**src/pkg/gia_cfg.svh**
```systemverilog
`ifndef GIA_CFG_SVH
`define GIA_CFG_SVH
`define GIA_WORD_W 32
`define GIA_CNT_W 64
`define GIA_IMM_W 7
`define GIA_HI_LSB 32
`define GIA_CNT_RST 64'h0000_0000_0000_0000
`define GIA_WORD_RST 32'h0000_0000
`define GIA_REG_ADDR_W 7
`define GIA_ADDR_RST 7'h00
`define GIA_CS_BIT 0
`endif

```
**src/pkg/gia_pkg.sv**
```systemverilog
package gia_pkg;
  typedef enum logic [2:0] {
    GIA_OP_NONE = 3'b000,
    GIA_OP_HICYC = 3'b001,
    GIA_OP_ABS = 3'b010,
    GIA_OP_ADD = 3'b011,
    GIA_OP_ADDI = 3'b100,
    GIA_OP_AVG = 3'b101
  } gia_op_t;
endpackage : gia_pkg

```
**src/pkg/gia_cnt_if.sv**
```systemverilog
`timescale 1ns/1ns
`include "gia_cfg.svh"
interface gia_cnt_if;
  logic stall;
  logic count_all;
  logic jump_done;
  logic [`GIA_CNT_W-1:0] snapshot;
  modport ctr (input stall, input count_all, input jump_done, output snapshot);
  modport user (output stall, output count_all, output jump_done, input snapshot);
endinterface : gia_cnt_if

```
**src/gia_cycle_ctr.sv**
```systemverilog
`timescale 1ns/1ns
`include "gia_cfg.svh"
module gia_cycle_ctr (
  input wire logic clk,
  input wire logic rst_n,
  gia_cnt_if.ctr cif
);
  logic [`GIA_CNT_W-1:0] master_q;
  logic [`GIA_CNT_W-1:0] master_d;
  logic [`GIA_CNT_W-1:0] snap_q;
  wire advance = cif.count_all | ~cif.stall;
  assign master_d = advance ? master_q + 64'h0000_0000_0000_0001 : master_q;
  assign cif.snapshot = snap_q;

  always_ff @(posedge clk) begin
    if (!rst_n) begin
      master_q <= `GIA_CNT_RST;
    end else begin
      master_q <= master_d;
    end
  end

  // Reset loads the reset value of the master, so both agree
  always_ff @(posedge clk) begin
    if (!rst_n) begin
      snap_q <= `GIA_CNT_RST;
    end else if (cif.jump_done) begin
      snap_q <= master_q;
    end
  end

  property p_snap_hold;
    @(posedge clk) disable iff (!rst_n)
    !cif.jump_done |=> $stable(snap_q);
  endproperty
  a_snap_hold: assert property (p_snap_hold) else $error("Snapshot moved without jump");
  property p_snap_load;
    @(posedge clk) disable iff (!rst_n)
    cif.jump_done |=> snap_q == $past(master_q);
  endproperty
  a_snap_load: assert property (p_snap_load) else $error("Snapshot not loaded");
  property p_cnt_step;
    @(posedge clk) disable iff (!rst_n)
    (cif.count_all || !cif.stall) |=> master_q == $past(master_q) + 64'h0000_0000_0000_0001;
  endproperty
  a_cnt_step: assert property (p_cnt_step) else $error("Master did not advance");
  property p_cnt_hold;
    @(posedge clk) disable iff (!rst_n)
    (!cif.count_all && cif.stall) |=> $stable(master_q);
  endproperty
  a_cnt_hold: assert property (p_cnt_hold) else $error("Master advanced on stall");
endmodule : gia_cycle_ctr

```
**src/gia_alu.sv**
```systemverilog
`timescale 1ns/1ns
`include "gia_cfg.svh"
module gia_alu
  import gia_pkg::*;
(
  input wire logic MCLK,
  input wire logic RESET_N,
  input wire logic ISSUE_VALID,
  input gia_op_t OPCODE,
  input wire logic [`GIA_IMM_W-1:0] MODIFIER,
  input wire logic GUARD_PRESENT,
  input wire logic [`GIA_WORD_W-1:0] GUARD_VALUE,
  input wire logic [`GIA_WORD_W-1:0] FIRST_SOURCE_REGISTER,
  input wire logic [`GIA_WORD_W-1:0] SECOND_SOURCE_REGISTER,
  input wire logic [`GIA_REG_ADDR_W-1:0] DEST_ADDR,
  input wire logic STALL,
  input wire logic [`GIA_WORD_W-1:0] PROGRAM_STATUS_WORD,
  input wire logic JUMP_DONE,
  output logic WB_EN,
  output logic [`GIA_REG_ADDR_W-1:0] WB_ADDR,
  output logic [`GIA_WORD_W-1:0] WB_DATA
);
  localparam int STALL_CNT_BIT = `GIA_CS_BIT;

  gia_cnt_if cif ();
  assign cif.stall = STALL;
  assign cif.count_all = PROGRAM_STATUS_WORD[STALL_CNT_BIT];
  assign cif.jump_done = JUMP_DONE;

  gia_cycle_ctr u_ctr (
    .clk(MCLK),
    .rst_n(RESET_N),
    .cif(cif)
  );

  // Absolute difference; abs is this with zero first operand
  function automatic logic [`GIA_WORD_W-1:0] absdiff(input logic [`GIA_WORD_W-1:0] a,
                                                     input logic [`GIA_WORD_W-1:0] b);
    logic [`GIA_WORD_W-1:0] d;
    d = a - b;
    // Negation wraps, so 0x8000_0000 maps to itself
    absdiff = d[`GIA_WORD_W-1] ? `GIA_WORD_W'(-d) : d;
  endfunction : absdiff

  wire [`GIA_WORD_W-1:0] src1 = FIRST_SOURCE_REGISTER;
  wire [`GIA_WORD_W-1:0] src2 = SECOND_SOURCE_REGISTER;
  wire [`GIA_WORD_W-1:0] hi_res = cif.snapshot[`GIA_CNT_W-1:`GIA_HI_LSB];
  wire [`GIA_WORD_W-1:0] abs_res = absdiff(`GIA_WORD_RST, src1);
  wire [`GIA_WORD_W-1:0] add_res = src1 + src2;
  wire [`GIA_WORD_W-1:0] addi_res = src1 + {25'h000_0000, MODIFIER};
  wire [`GIA_CNT_W-1:0] avg_sum = {{32{src1[31]}}, src1} + {{32{src2[31]}}, src2}
                                  + 64'h0000_0000_0000_0001;
  wire [`GIA_CNT_W-1:0] avg_shr = {avg_sum[`GIA_CNT_W-1], avg_sum[`GIA_CNT_W-1:1]};
  wire [`GIA_WORD_W-1:0] avg_res = avg_shr[`GIA_WORD_W-1:0];
  wire guard_ok = !GUARD_PRESENT || GUARD_VALUE[0];
  wire op_known = (OPCODE != GIA_OP_NONE) && (OPCODE <= GIA_OP_AVG);
  wire do_write = ISSUE_VALID && op_known && guard_ok;

  // Refused ops still load WB_DATA; only WB_EN gates the write
  logic wb_en_d;
  logic [`GIA_REG_ADDR_W-1:0] wb_addr_d;
  logic [`GIA_WORD_W-1:0] wb_data_d;
  assign wb_en_d = do_write;
  assign wb_addr_d = DEST_ADDR;
  always_comb begin
    case (OPCODE)
      GIA_OP_HICYC: wb_data_d = hi_res;
      GIA_OP_ABS: wb_data_d = abs_res;
      GIA_OP_ADD: wb_data_d = add_res;
      GIA_OP_ADDI: wb_data_d = addi_res;
      GIA_OP_AVG: wb_data_d = avg_res;
      default: wb_data_d = `GIA_WORD_RST;
    endcase
  end

  logic wb_en_q;
  logic [`GIA_REG_ADDR_W-1:0] wb_addr_q;
  logic [`GIA_WORD_W-1:0] wb_data_q;
  always_ff @(posedge MCLK) begin
    if (!RESET_N) begin
      wb_en_q <= 1'b0;
    end else begin
      wb_en_q <= wb_en_d;
    end
  end

  always_ff @(posedge MCLK) begin
    if (!RESET_N) begin
      wb_addr_q <= `GIA_ADDR_RST;
    end else begin
      wb_addr_q <= wb_addr_d;
    end
  end

  always_ff @(posedge MCLK) begin
    if (!RESET_N) begin
      wb_data_q <= `GIA_WORD_RST;
    end else begin
      wb_data_q <= wb_data_d;
    end
  end

  assign WB_EN = wb_en_q;
  assign WB_ADDR = wb_addr_q;
  assign WB_DATA = wb_data_q;

  // Expected values come from the rules, not from the result wires
  property p_guard;
    @(posedge MCLK) disable iff (!RESET_N)
    (ISSUE_VALID && GUARD_PRESENT && !GUARD_VALUE[0]) |=> !WB_EN;
  endproperty
  a_guard: assert property (p_guard) else $error("Write despite false guard");

  property p_write;
    @(posedge MCLK) disable iff (!RESET_N)
    (ISSUE_VALID && OPCODE != GIA_OP_NONE && OPCODE <= GIA_OP_AVG && (!GUARD_PRESENT || GUARD_VALUE[0]))
    |=> WB_EN;
  endproperty
  a_write: assert property (p_write) else $error("Write missing with true guard");

  property p_refuse;
    @(posedge MCLK) disable iff (!RESET_N)
    (!ISSUE_VALID || OPCODE == GIA_OP_NONE || OPCODE > GIA_OP_AVG) |=> !WB_EN;
  endproperty
  a_refuse: assert property (p_refuse) else $error("Write without a valid issue");

  property p_addr;
    @(posedge MCLK) disable iff (!RESET_N)
    ISSUE_VALID |=> WB_ADDR == $past(DEST_ADDR);
  endproperty
  a_addr: assert property (p_addr) else $error("Write address not echoed");

  property p_hi;
    @(posedge MCLK) disable iff (!RESET_N)
    (ISSUE_VALID && OPCODE == GIA_OP_HICYC && guard_ok) |=>
    WB_EN && WB_DATA == $past(cif.snapshot[`GIA_CNT_W-1:`GIA_HI_LSB]);
  endproperty
  a_hi: assert property (p_hi) else $error("High cycle word wrong");

  property p_hi_pair;
    @(posedge MCLK) disable iff (!RESET_N)
    (ISSUE_VALID && OPCODE == GIA_OP_HICYC && !JUMP_DONE) ##1 (ISSUE_VALID && OPCODE == GIA_OP_HICYC)
    |=> WB_DATA == $past(WB_DATA);
  endproperty
  a_hi_pair: assert property (p_hi_pair) else $error("High word moved without jump");

  property p_abs;
    @(posedge MCLK) disable iff (!RESET_N)
    (ISSUE_VALID && OPCODE == GIA_OP_ABS && guard_ok) |=>
    WB_DATA == ($past(src1[31]) ? 32'h0000_0000 - $past(src1) : $past(src1));
  endproperty
  a_abs: assert property (p_abs) else $error("Absolute value wrong");

  property p_absmin;
    @(posedge MCLK) disable iff (!RESET_N)
    (ISSUE_VALID && OPCODE == GIA_OP_ABS && guard_ok && src1 == 32'h8000_0000) |=>
    WB_DATA == 32'h8000_0000;
  endproperty
  a_absmin: assert property (p_absmin) else $error("Most negative abs wrong");

  property p_absd;
    @(posedge MCLK) disable iff (!RESET_N)
    (ISSUE_VALID && OPCODE == GIA_OP_ABS && guard_ok) |=>
    WB_DATA == (($signed(32'h0000_0000) > $signed($past(src1))) ? 32'h0000_0000 - $past(src1) : $past(src1));
  endproperty
  a_absd: assert property (p_absd) else $error("Abs differs from abs difference");

  property p_add;
    @(posedge MCLK) disable iff (!RESET_N)
    (ISSUE_VALID && OPCODE == GIA_OP_ADD && guard_ok) |=>
    WB_DATA == $past(src1) + $past(src2);
  endproperty
  a_add: assert property (p_add) else $error("Sum wrong");

  property p_addi;
    @(posedge MCLK) disable iff (!RESET_N)
    (ISSUE_VALID && OPCODE == GIA_OP_ADDI && guard_ok) |=>
    WB_DATA == $past(src1) + $past(MODIFIER);
  endproperty
  a_addi: assert property (p_addi) else $error("Immediate sum wrong");

  property p_addi_range;
    @(posedge MCLK) disable iff (!RESET_N)
    (ISSUE_VALID && OPCODE == GIA_OP_ADDI && guard_ok) |=>
    (WB_DATA - $past(src1)) <= 32'h0000_007f;
  endproperty
  a_addi_range: assert property (p_addi_range) else $error("Immediate not taken as unsigned");

  property p_avg;
    @(posedge MCLK) disable iff (!RESET_N)
    (ISSUE_VALID && OPCODE == GIA_OP_AVG && guard_ok) |=>
    $signed(WB_DATA) == 32'($past(($signed(src1) + 64'sd0 + $signed(src2) + 64'sd1) >>> 1));
  endproperty
  a_avg: assert property (p_avg) else $error("Average wrong");

  // No disable here, so the reset cycles themselves are judged
  property p_rst;
    @(posedge MCLK)
    !RESET_N |=> !WB_EN && WB_ADDR == `GIA_ADDR_RST && WB_DATA == `GIA_WORD_RST;
  endproperty
  a_rst: assert property (p_rst) else $error("Outputs not cleared by reset");

  // Main scenarios
  c_guard_false: cover property (@(posedge MCLK)
    ISSUE_VALID && GUARD_PRESENT && !GUARD_VALUE[0]);
  c_hi: cover property (@(posedge MCLK)
    ISSUE_VALID && OPCODE == GIA_OP_HICYC);
  c_absmin: cover property (@(posedge MCLK)
    ISSUE_VALID && OPCODE == GIA_OP_ABS && src1 == 32'h8000_0000);
  c_jump: cover property (@(posedge MCLK)
    JUMP_DONE);
  c_stall_count: cover property (@(posedge MCLK)
    STALL && PROGRAM_STATUS_WORD[STALL_CNT_BIT]);
endmodule : gia_alu

```
**config.mk**
```make
export PLATFORM = sky130hd
export DESIGN_NAME = gia_alu
export DESIGN_NICKNAME = d
export VERILOG_FILES = /design/src/pkg/gia_pkg.sv /design/src/pkg/gia_cnt_if.sv /design/src/gia_cycle_ctr.sv /design/src/gia_alu.sv
export VERILOG_INCLUDE_DIRS = /design/src /design/src/pkg
export SDC_FILE = /design/constraint.sdc
export NUM_CORES = 1
export LEC_CHECK = 0
export ABC_AREA = 1
export BUFFER_PORTS_ARGS = -buffer_cell sky130_fd_sc_hd__buf_2
export CAP_MARGIN = 25
export CORE_UTILIZATION = 50
export DETAILED_ROUTE_END_ITERATION = 8
export PLACE_DENSITY = 0.74
export SYNTH_ARGS = -nofsm -noshare
export SYNTH_HDL_FRONTEND = slang
export SYNTH_HIERARCHICAL = 1
export SYNTH_SLANG_ARGS = --single-unit
```
**constraint.sdc**
```tcl
create_clock -name MCLK -period 2.9 [get_ports MCLK]
set_clock_uncertainty 0.15 [all_clocks]
set_input_delay 0.435 -clock MCLK [delete_from_list [all_inputs] [get_ports MCLK]]
set_output_delay 0.435 -clock MCLK [all_outputs]
set_load 0.02 [all_outputs]
```
---- Word level (Yosys, flattened, before mapping) ----
Index checks and enable logic that the tools add are counted.
storage, ports and cells
  register bits after elaboration ......... 168
  bits in latches ......................... 0
  memory bits (writable) .................. 0
  bits in read-only memories .............. 0
  input port bits ......................... 151
  output and inout port bits .............. 40
  logic and storage cells ................. 28
  memories kept ........................... 0
cells by class
  add/sub/neg operators ................... 7
  multiply operators ...................... 0
  divide/modulo/power cells ............... 0
  $lt $le $gt $ge ......................... 1
  equal/unequal tests ..................... 5
  shift-type cells ........................ 0
  multiplexer cells ....................... 2
  bitwise operators ....................... 2
  reductions and logical operators ........ 6
operators with widths
  cell                                               number
  one-hot mux 32 bit (5 select lines)                1
  adder 64 x 1 -> 64 bit, second input constant      1
  adder 32 x 32 -> 33 bit                            1
  adder 33 x 2 -> 33 bit, second input constant      1
  adder 32 bit                                       1
  adder 32 x 7 -> 32 bit                             1
  two-way mux 32 bit                                 1
  negator 32 bit                                     1
  subtractor 1 x 32 -> 32 bit, first input constant  1
  == test 3 x 2 -> 1 bit, second input constant      2
  == test 3 bit, second input constant               2
  == test 3 x 1 -> 1 bit, second input constant      1
  <= comparator 3 bit, second input constant         1
  logical AND 1 bit                                  3
  nonzero test 3 bit                                 1
  zero test 1 bit                                    1
  logical OR 1 bit                                   1
  inverter 1 bit                                     1
  bitwise OR 1 bit                                   1

---- Logic depth before layout (Yosys ltp) ----
  word-level depth ........................ 4
  mapped depth ............................ 25
  gate-level depth less buffers ........... 25

---- Modules after synthesis ----
The synthesis kept the hierarchy.
modules (own cells, without submodules)
  module         instances  cells each  area an instance (sq um)  sequential area each (sq um)
  gia_alu        1          1476        7917.6                    800.8
  gia_cycle_ctr  1          870         5911.9                    2562.5

---- Worst setup path before layout ----
No wires, ideal clock.
  path kind ............................... input to register
  from .................................... input port OPCODE[2]
  to ...................................... register wb_data_q[28], in the netlist WB_DATA[28]
  library setup time ...................... 0.132 ns
  arrival ................................. 2.857 ns
  data required time ...................... 2.618 ns
  setup slack ............................. -0.240 ns
  stages on the path ...................... 21
  buffers on the path ..................... 1
  cells stage by stage .................... inv_1 > or2_1 > nor2_2 > clkbuf_1 > nand2_1 > nand2_1 > ha_1 > fa_1 > nand2_1 > inv_1 > nand2_1 > nand2_1 > a21boi_0 > o21ai_0 > nand2_1 > nand2_1 > nand2_1 > a21oi_1 > nor2_1 > nor2_1 > a21oi_1
on the way
  cells in the longest elaborated chain, start to end .. 2
  elaborated cells between the ends (all ways) .. 6
  classes of those cells .................. eq/ne (5); mux (1)
RTL lines
  element                                  line           source
  from (decl)                              gia_alu.sv:9   input gia_op_t OPCODE,
  == test 3 bit (tied with other cells)    gia_alu.sv:66  case (OPCODE)
  one-hot mux 32 bit (5 select lines) (*)  gia_alu.sv:66
  to (signal assigned)                     gia_alu.sv:97  wb_data_q <= `GIA_WORD_RST;
  to (signal assigned)                     gia_alu.sv:99  wb_data_q <= wb_data_d;
  to (decl)                                gia_alu.sv:78  logic [`GIA_WORD_W-1:0] wb_data_q;
Mark *: on every way between the ends. The rest lies on a longest branch, timed or not.
A chain may end at the register's enable or synchronous reset.

---- Worst setup path after layout ----
  from .................................... input port OPCODE[1]
  to ...................................... register wb_data_q[30], in the netlist WB_DATA[30]
Same word-level chain as after synthesis.

==> impl_results.md <==
- CP Data Required Time: 3.04 ns
- Post-Syn Nets: 2,446
- Wirelength per Cell: around 18 um
- Antenna viol nets, final: 0
- Routability cong.: 1.06
- Post-Syn Area: approximately 0.013 mm2
- Hold endpoint: WB_ADDR[6]$_SDFF_PN0_
- Die H: 162 um
- Sw frac: 36.5%
- Nets: 2,763
- FF-to-FF path depth: 9
- Finished Cell Area: 0.0162 mm2
- Final Hold Viols: 0
- Die ar.: about 0.026 mm2
- Reg-to-reg endpoint: u_ctr/master_q[39]$_SDFFE_PN0P_
- WP data arrival: 3.04 ns
- Status: finished, violations left
- Largest stage delay, worst path: 0.37 ns
- H-Tree Depth: 4
- Int Pwr: 0.00395 W
- Final period util: 100%
- Global-route wire length before repair: between 70 and 80 mm
- PwrDens: 383 mW/mm2
- Total track usage: 39.5%
- Synthesized area per cell: 5.75 um2
- Pin count of the biggest net entering global routing: 51
- Max Buffers Root-to-Sink: 2
- Final setup viols: 1
- Placed cell area: 0.0153 mm2
- Slew Limit Fails: 0
- Psw: ~0.0023 W
- Startpoint Class: primary input
- Vias in the first global route: 14,800
- Area of the multi-input gates: 0.00916 mm2
- Diode count: 0
- GRT overflow: 0
- FF/Latch Area: 0.00272 mm2
- Ratio of cells with drive above 1 in the final layout: 20.7%
- Worst Hold Depth: 3
- Peak supply drop: 0.000397 V
- Post-DP HPWL: 42.9 mm
- I/O pins: 191
- Crit-path slowest cell: a21oi_1
- Routed vias/inst: 5.66
- Initial Util: 50.9%
- Routed via count: 16,300
- Clock transition at path regs: 0.07 ns
- Initial antenna violation count: 0
- Worst hold slack: 0.0293 ns
- Fillcell total: 2,466
- Seq pwr share: a little under a third
- Synth warnings: 6
- Hold path start: DEST_ADDR[6]
- Most used cell, CP: a21oi_1
- Most Crowded Layer GR: met2
- Worst setup margin: -0.000495 ns
- Unrepaired setup endpoints after global routing: true
- Critical Path, Cell by Cell: buf_6 > or2_4 > nor2_4 > buf_12 > nor2_1 > ha_1 > a21oi_1 > o21bai_1 > a21oi_1 > o21ai_4 > nand3_1 > nand2_1 > o21ai_1 > a21oi_1 > nor2_1 > a21oi_2
- Reg2Reg Setup Slack: between 0.8 and 0.9 ns
- Total of max-cap violations: 0
- Core area: approximately 0.025 mm2
- 1st-pass router iterations: 7
- Post-Route WL: 52.7 mm
- Comb pwr share: 32.8%
- Hold Crit Class: primary input to flop
- DRT iter0 DRCs: 1,761
- Fmax: 345 MHz
- Worst Setup Path Type: primary input to flop
- Clock tree from TritonCTS: done
- Fin crit period: 2.90 ns
- Num CTS Buffers: 17
- CP Capture Type: flop
- Pleak: roughly 7.7 nW
- Clock latency on the worst-skew pair: 0.44 ns
- Chip Width: 162 um
- Met1 usage in global routing: approximately half
- Num rows: 58
- GR Layer Usage met2: 65.7%
- Failing checks: negative setup slack
- Post-synthesis cell count: 2,228
- Clock Sink Count: 136
- Worst Max-Slew Pin Slew: 0.690 ns
- Crit path max fanout: 17
- DRC Markers: 0
- GR met3 Demand/Resource: 4.42%
- Clock power frac: 35.7%
- Clk root buf: clkbuf_16
- Area grow syn2layout: 26.7%
- Max-slew headroom: 54.0%
- Port-buffer cells: 128
- Post-Route Setup TNS: -0.000495 ns
- Reg2reg start: u_ctr/master_q[32]$_SDFFE_PN0P_
==> metrics by stage <==
step	instances	util [%]	setup slack (ns)	power, W
floorplan	2228	-	0.00804	0.00305
global placement	2849	60.8	-0.689	0.00386
detailed placement	2849	60.8	-0.694	0.00388
CTS	2882	63.2	-0.0654	0.00608
global route	2888	64.4	-0.119	0.00647
finish	2888	64.4	-0.000495	0.00622
==> power by group through the flow <==
stage                     Combinational [W]  Clock [W]  Sequential, W
final                               0.00204    0.00222        0.00196
after global placement              0.00186          0        0.00200
after detailed placement            0.00188          0        0.00200
after CTS                           0.00190    0.00222        0.00196
after floorplan                     0.00101          0        0.00204
after global routing                0.00220    0.00231        0.00196
==> placed cells by master, fill, tap and decap left out, types with 15 or more instances in the layout <==
master and count:
nand4_1 43, inv_1 249, nor2_2 21, nor2_1 364, nor2_4 19, ha_1 60, a21o_1 15, clkbuf_16 17
a21oi_1 154, nand3_1 162, nand2_2 34, buf_2 126, o21ai_1 16, nor3_1 40, nand2_1 574, dfxtp_1 136
o21ai_0 126, buf_4 210
==> cell type report <==
| cell class | count | area share (%) |
|---|---|---|
| Inverter | 264 | 6.11 |
| Multi-Input combinational cell | 1781 | 56.5 |
| Sequential cell | 136 | 16.8 |
| Timing Repair Buffer | 345 | 14.5 |
| Clock inverter | 14 | 0.933 |
| Clock buffer | 18 | 2.65 |
| Tap cell | 330 | 2.54 |
==> worst max-delay path by stage <==
| stage | slack [ns] | startpoint | end |
|---|---|---|---|
| after floorplan | 0.008 | OPCODE[2] | WB_DATA[28]$_SDFF_PN0_ |
| after global placement | -0.69 | OPCODE[2] | WB_DATA[18]$_SDFF_PN0_ |
| after detailed placement | -0.69 | OPCODE[2] | WB_DATA[18]$_SDFF_PN0_ |
| after CTS | -0.07 | OPCODE[2] | WB_DATA[19]$_SDFF_PN0_ |
| after global routing | -0.12 | OPCODE[1] | WB_DATA[18]$_SDFF_PN0_ |
| final | -0.0005 | OPCODE[1] | WB_DATA[30]$_SDFF_PN0_ |
==> worst max-delay path: cells and delay by family <==
family	cells	cell delay, ns
AO/OA/AOI/OAI	7	1.21
AND/OR/NAND/NOR	6	0.78
buffers and inverters	2	0.26
adder cells (fa/ha/maj)	1	0.36
==> registers in the layout (all words and copies together) (netlist names) <==
name	count
WB_ADDR	7
WB_DATA	32
u_ctr/cif.snapshot	32
u_ctr/master_q	64
WB_EN	1
==> per-layer routing <==
metal	vias up	share of wire, %
met5	-	0
met2	829	45
met4	0	6.2
li1	7908	-
met1	7425	41
met3	176	8.0
==> what timing repair did <==
item                                    4_1_cts  5_1_grt
resized for setup                             6       71
endpoints found under the setup margin       14       25
pin swaps                                     2       15
hold buffers                                  0        0
setup buffers                                 1        6
(Power assumes the default switching activity.)
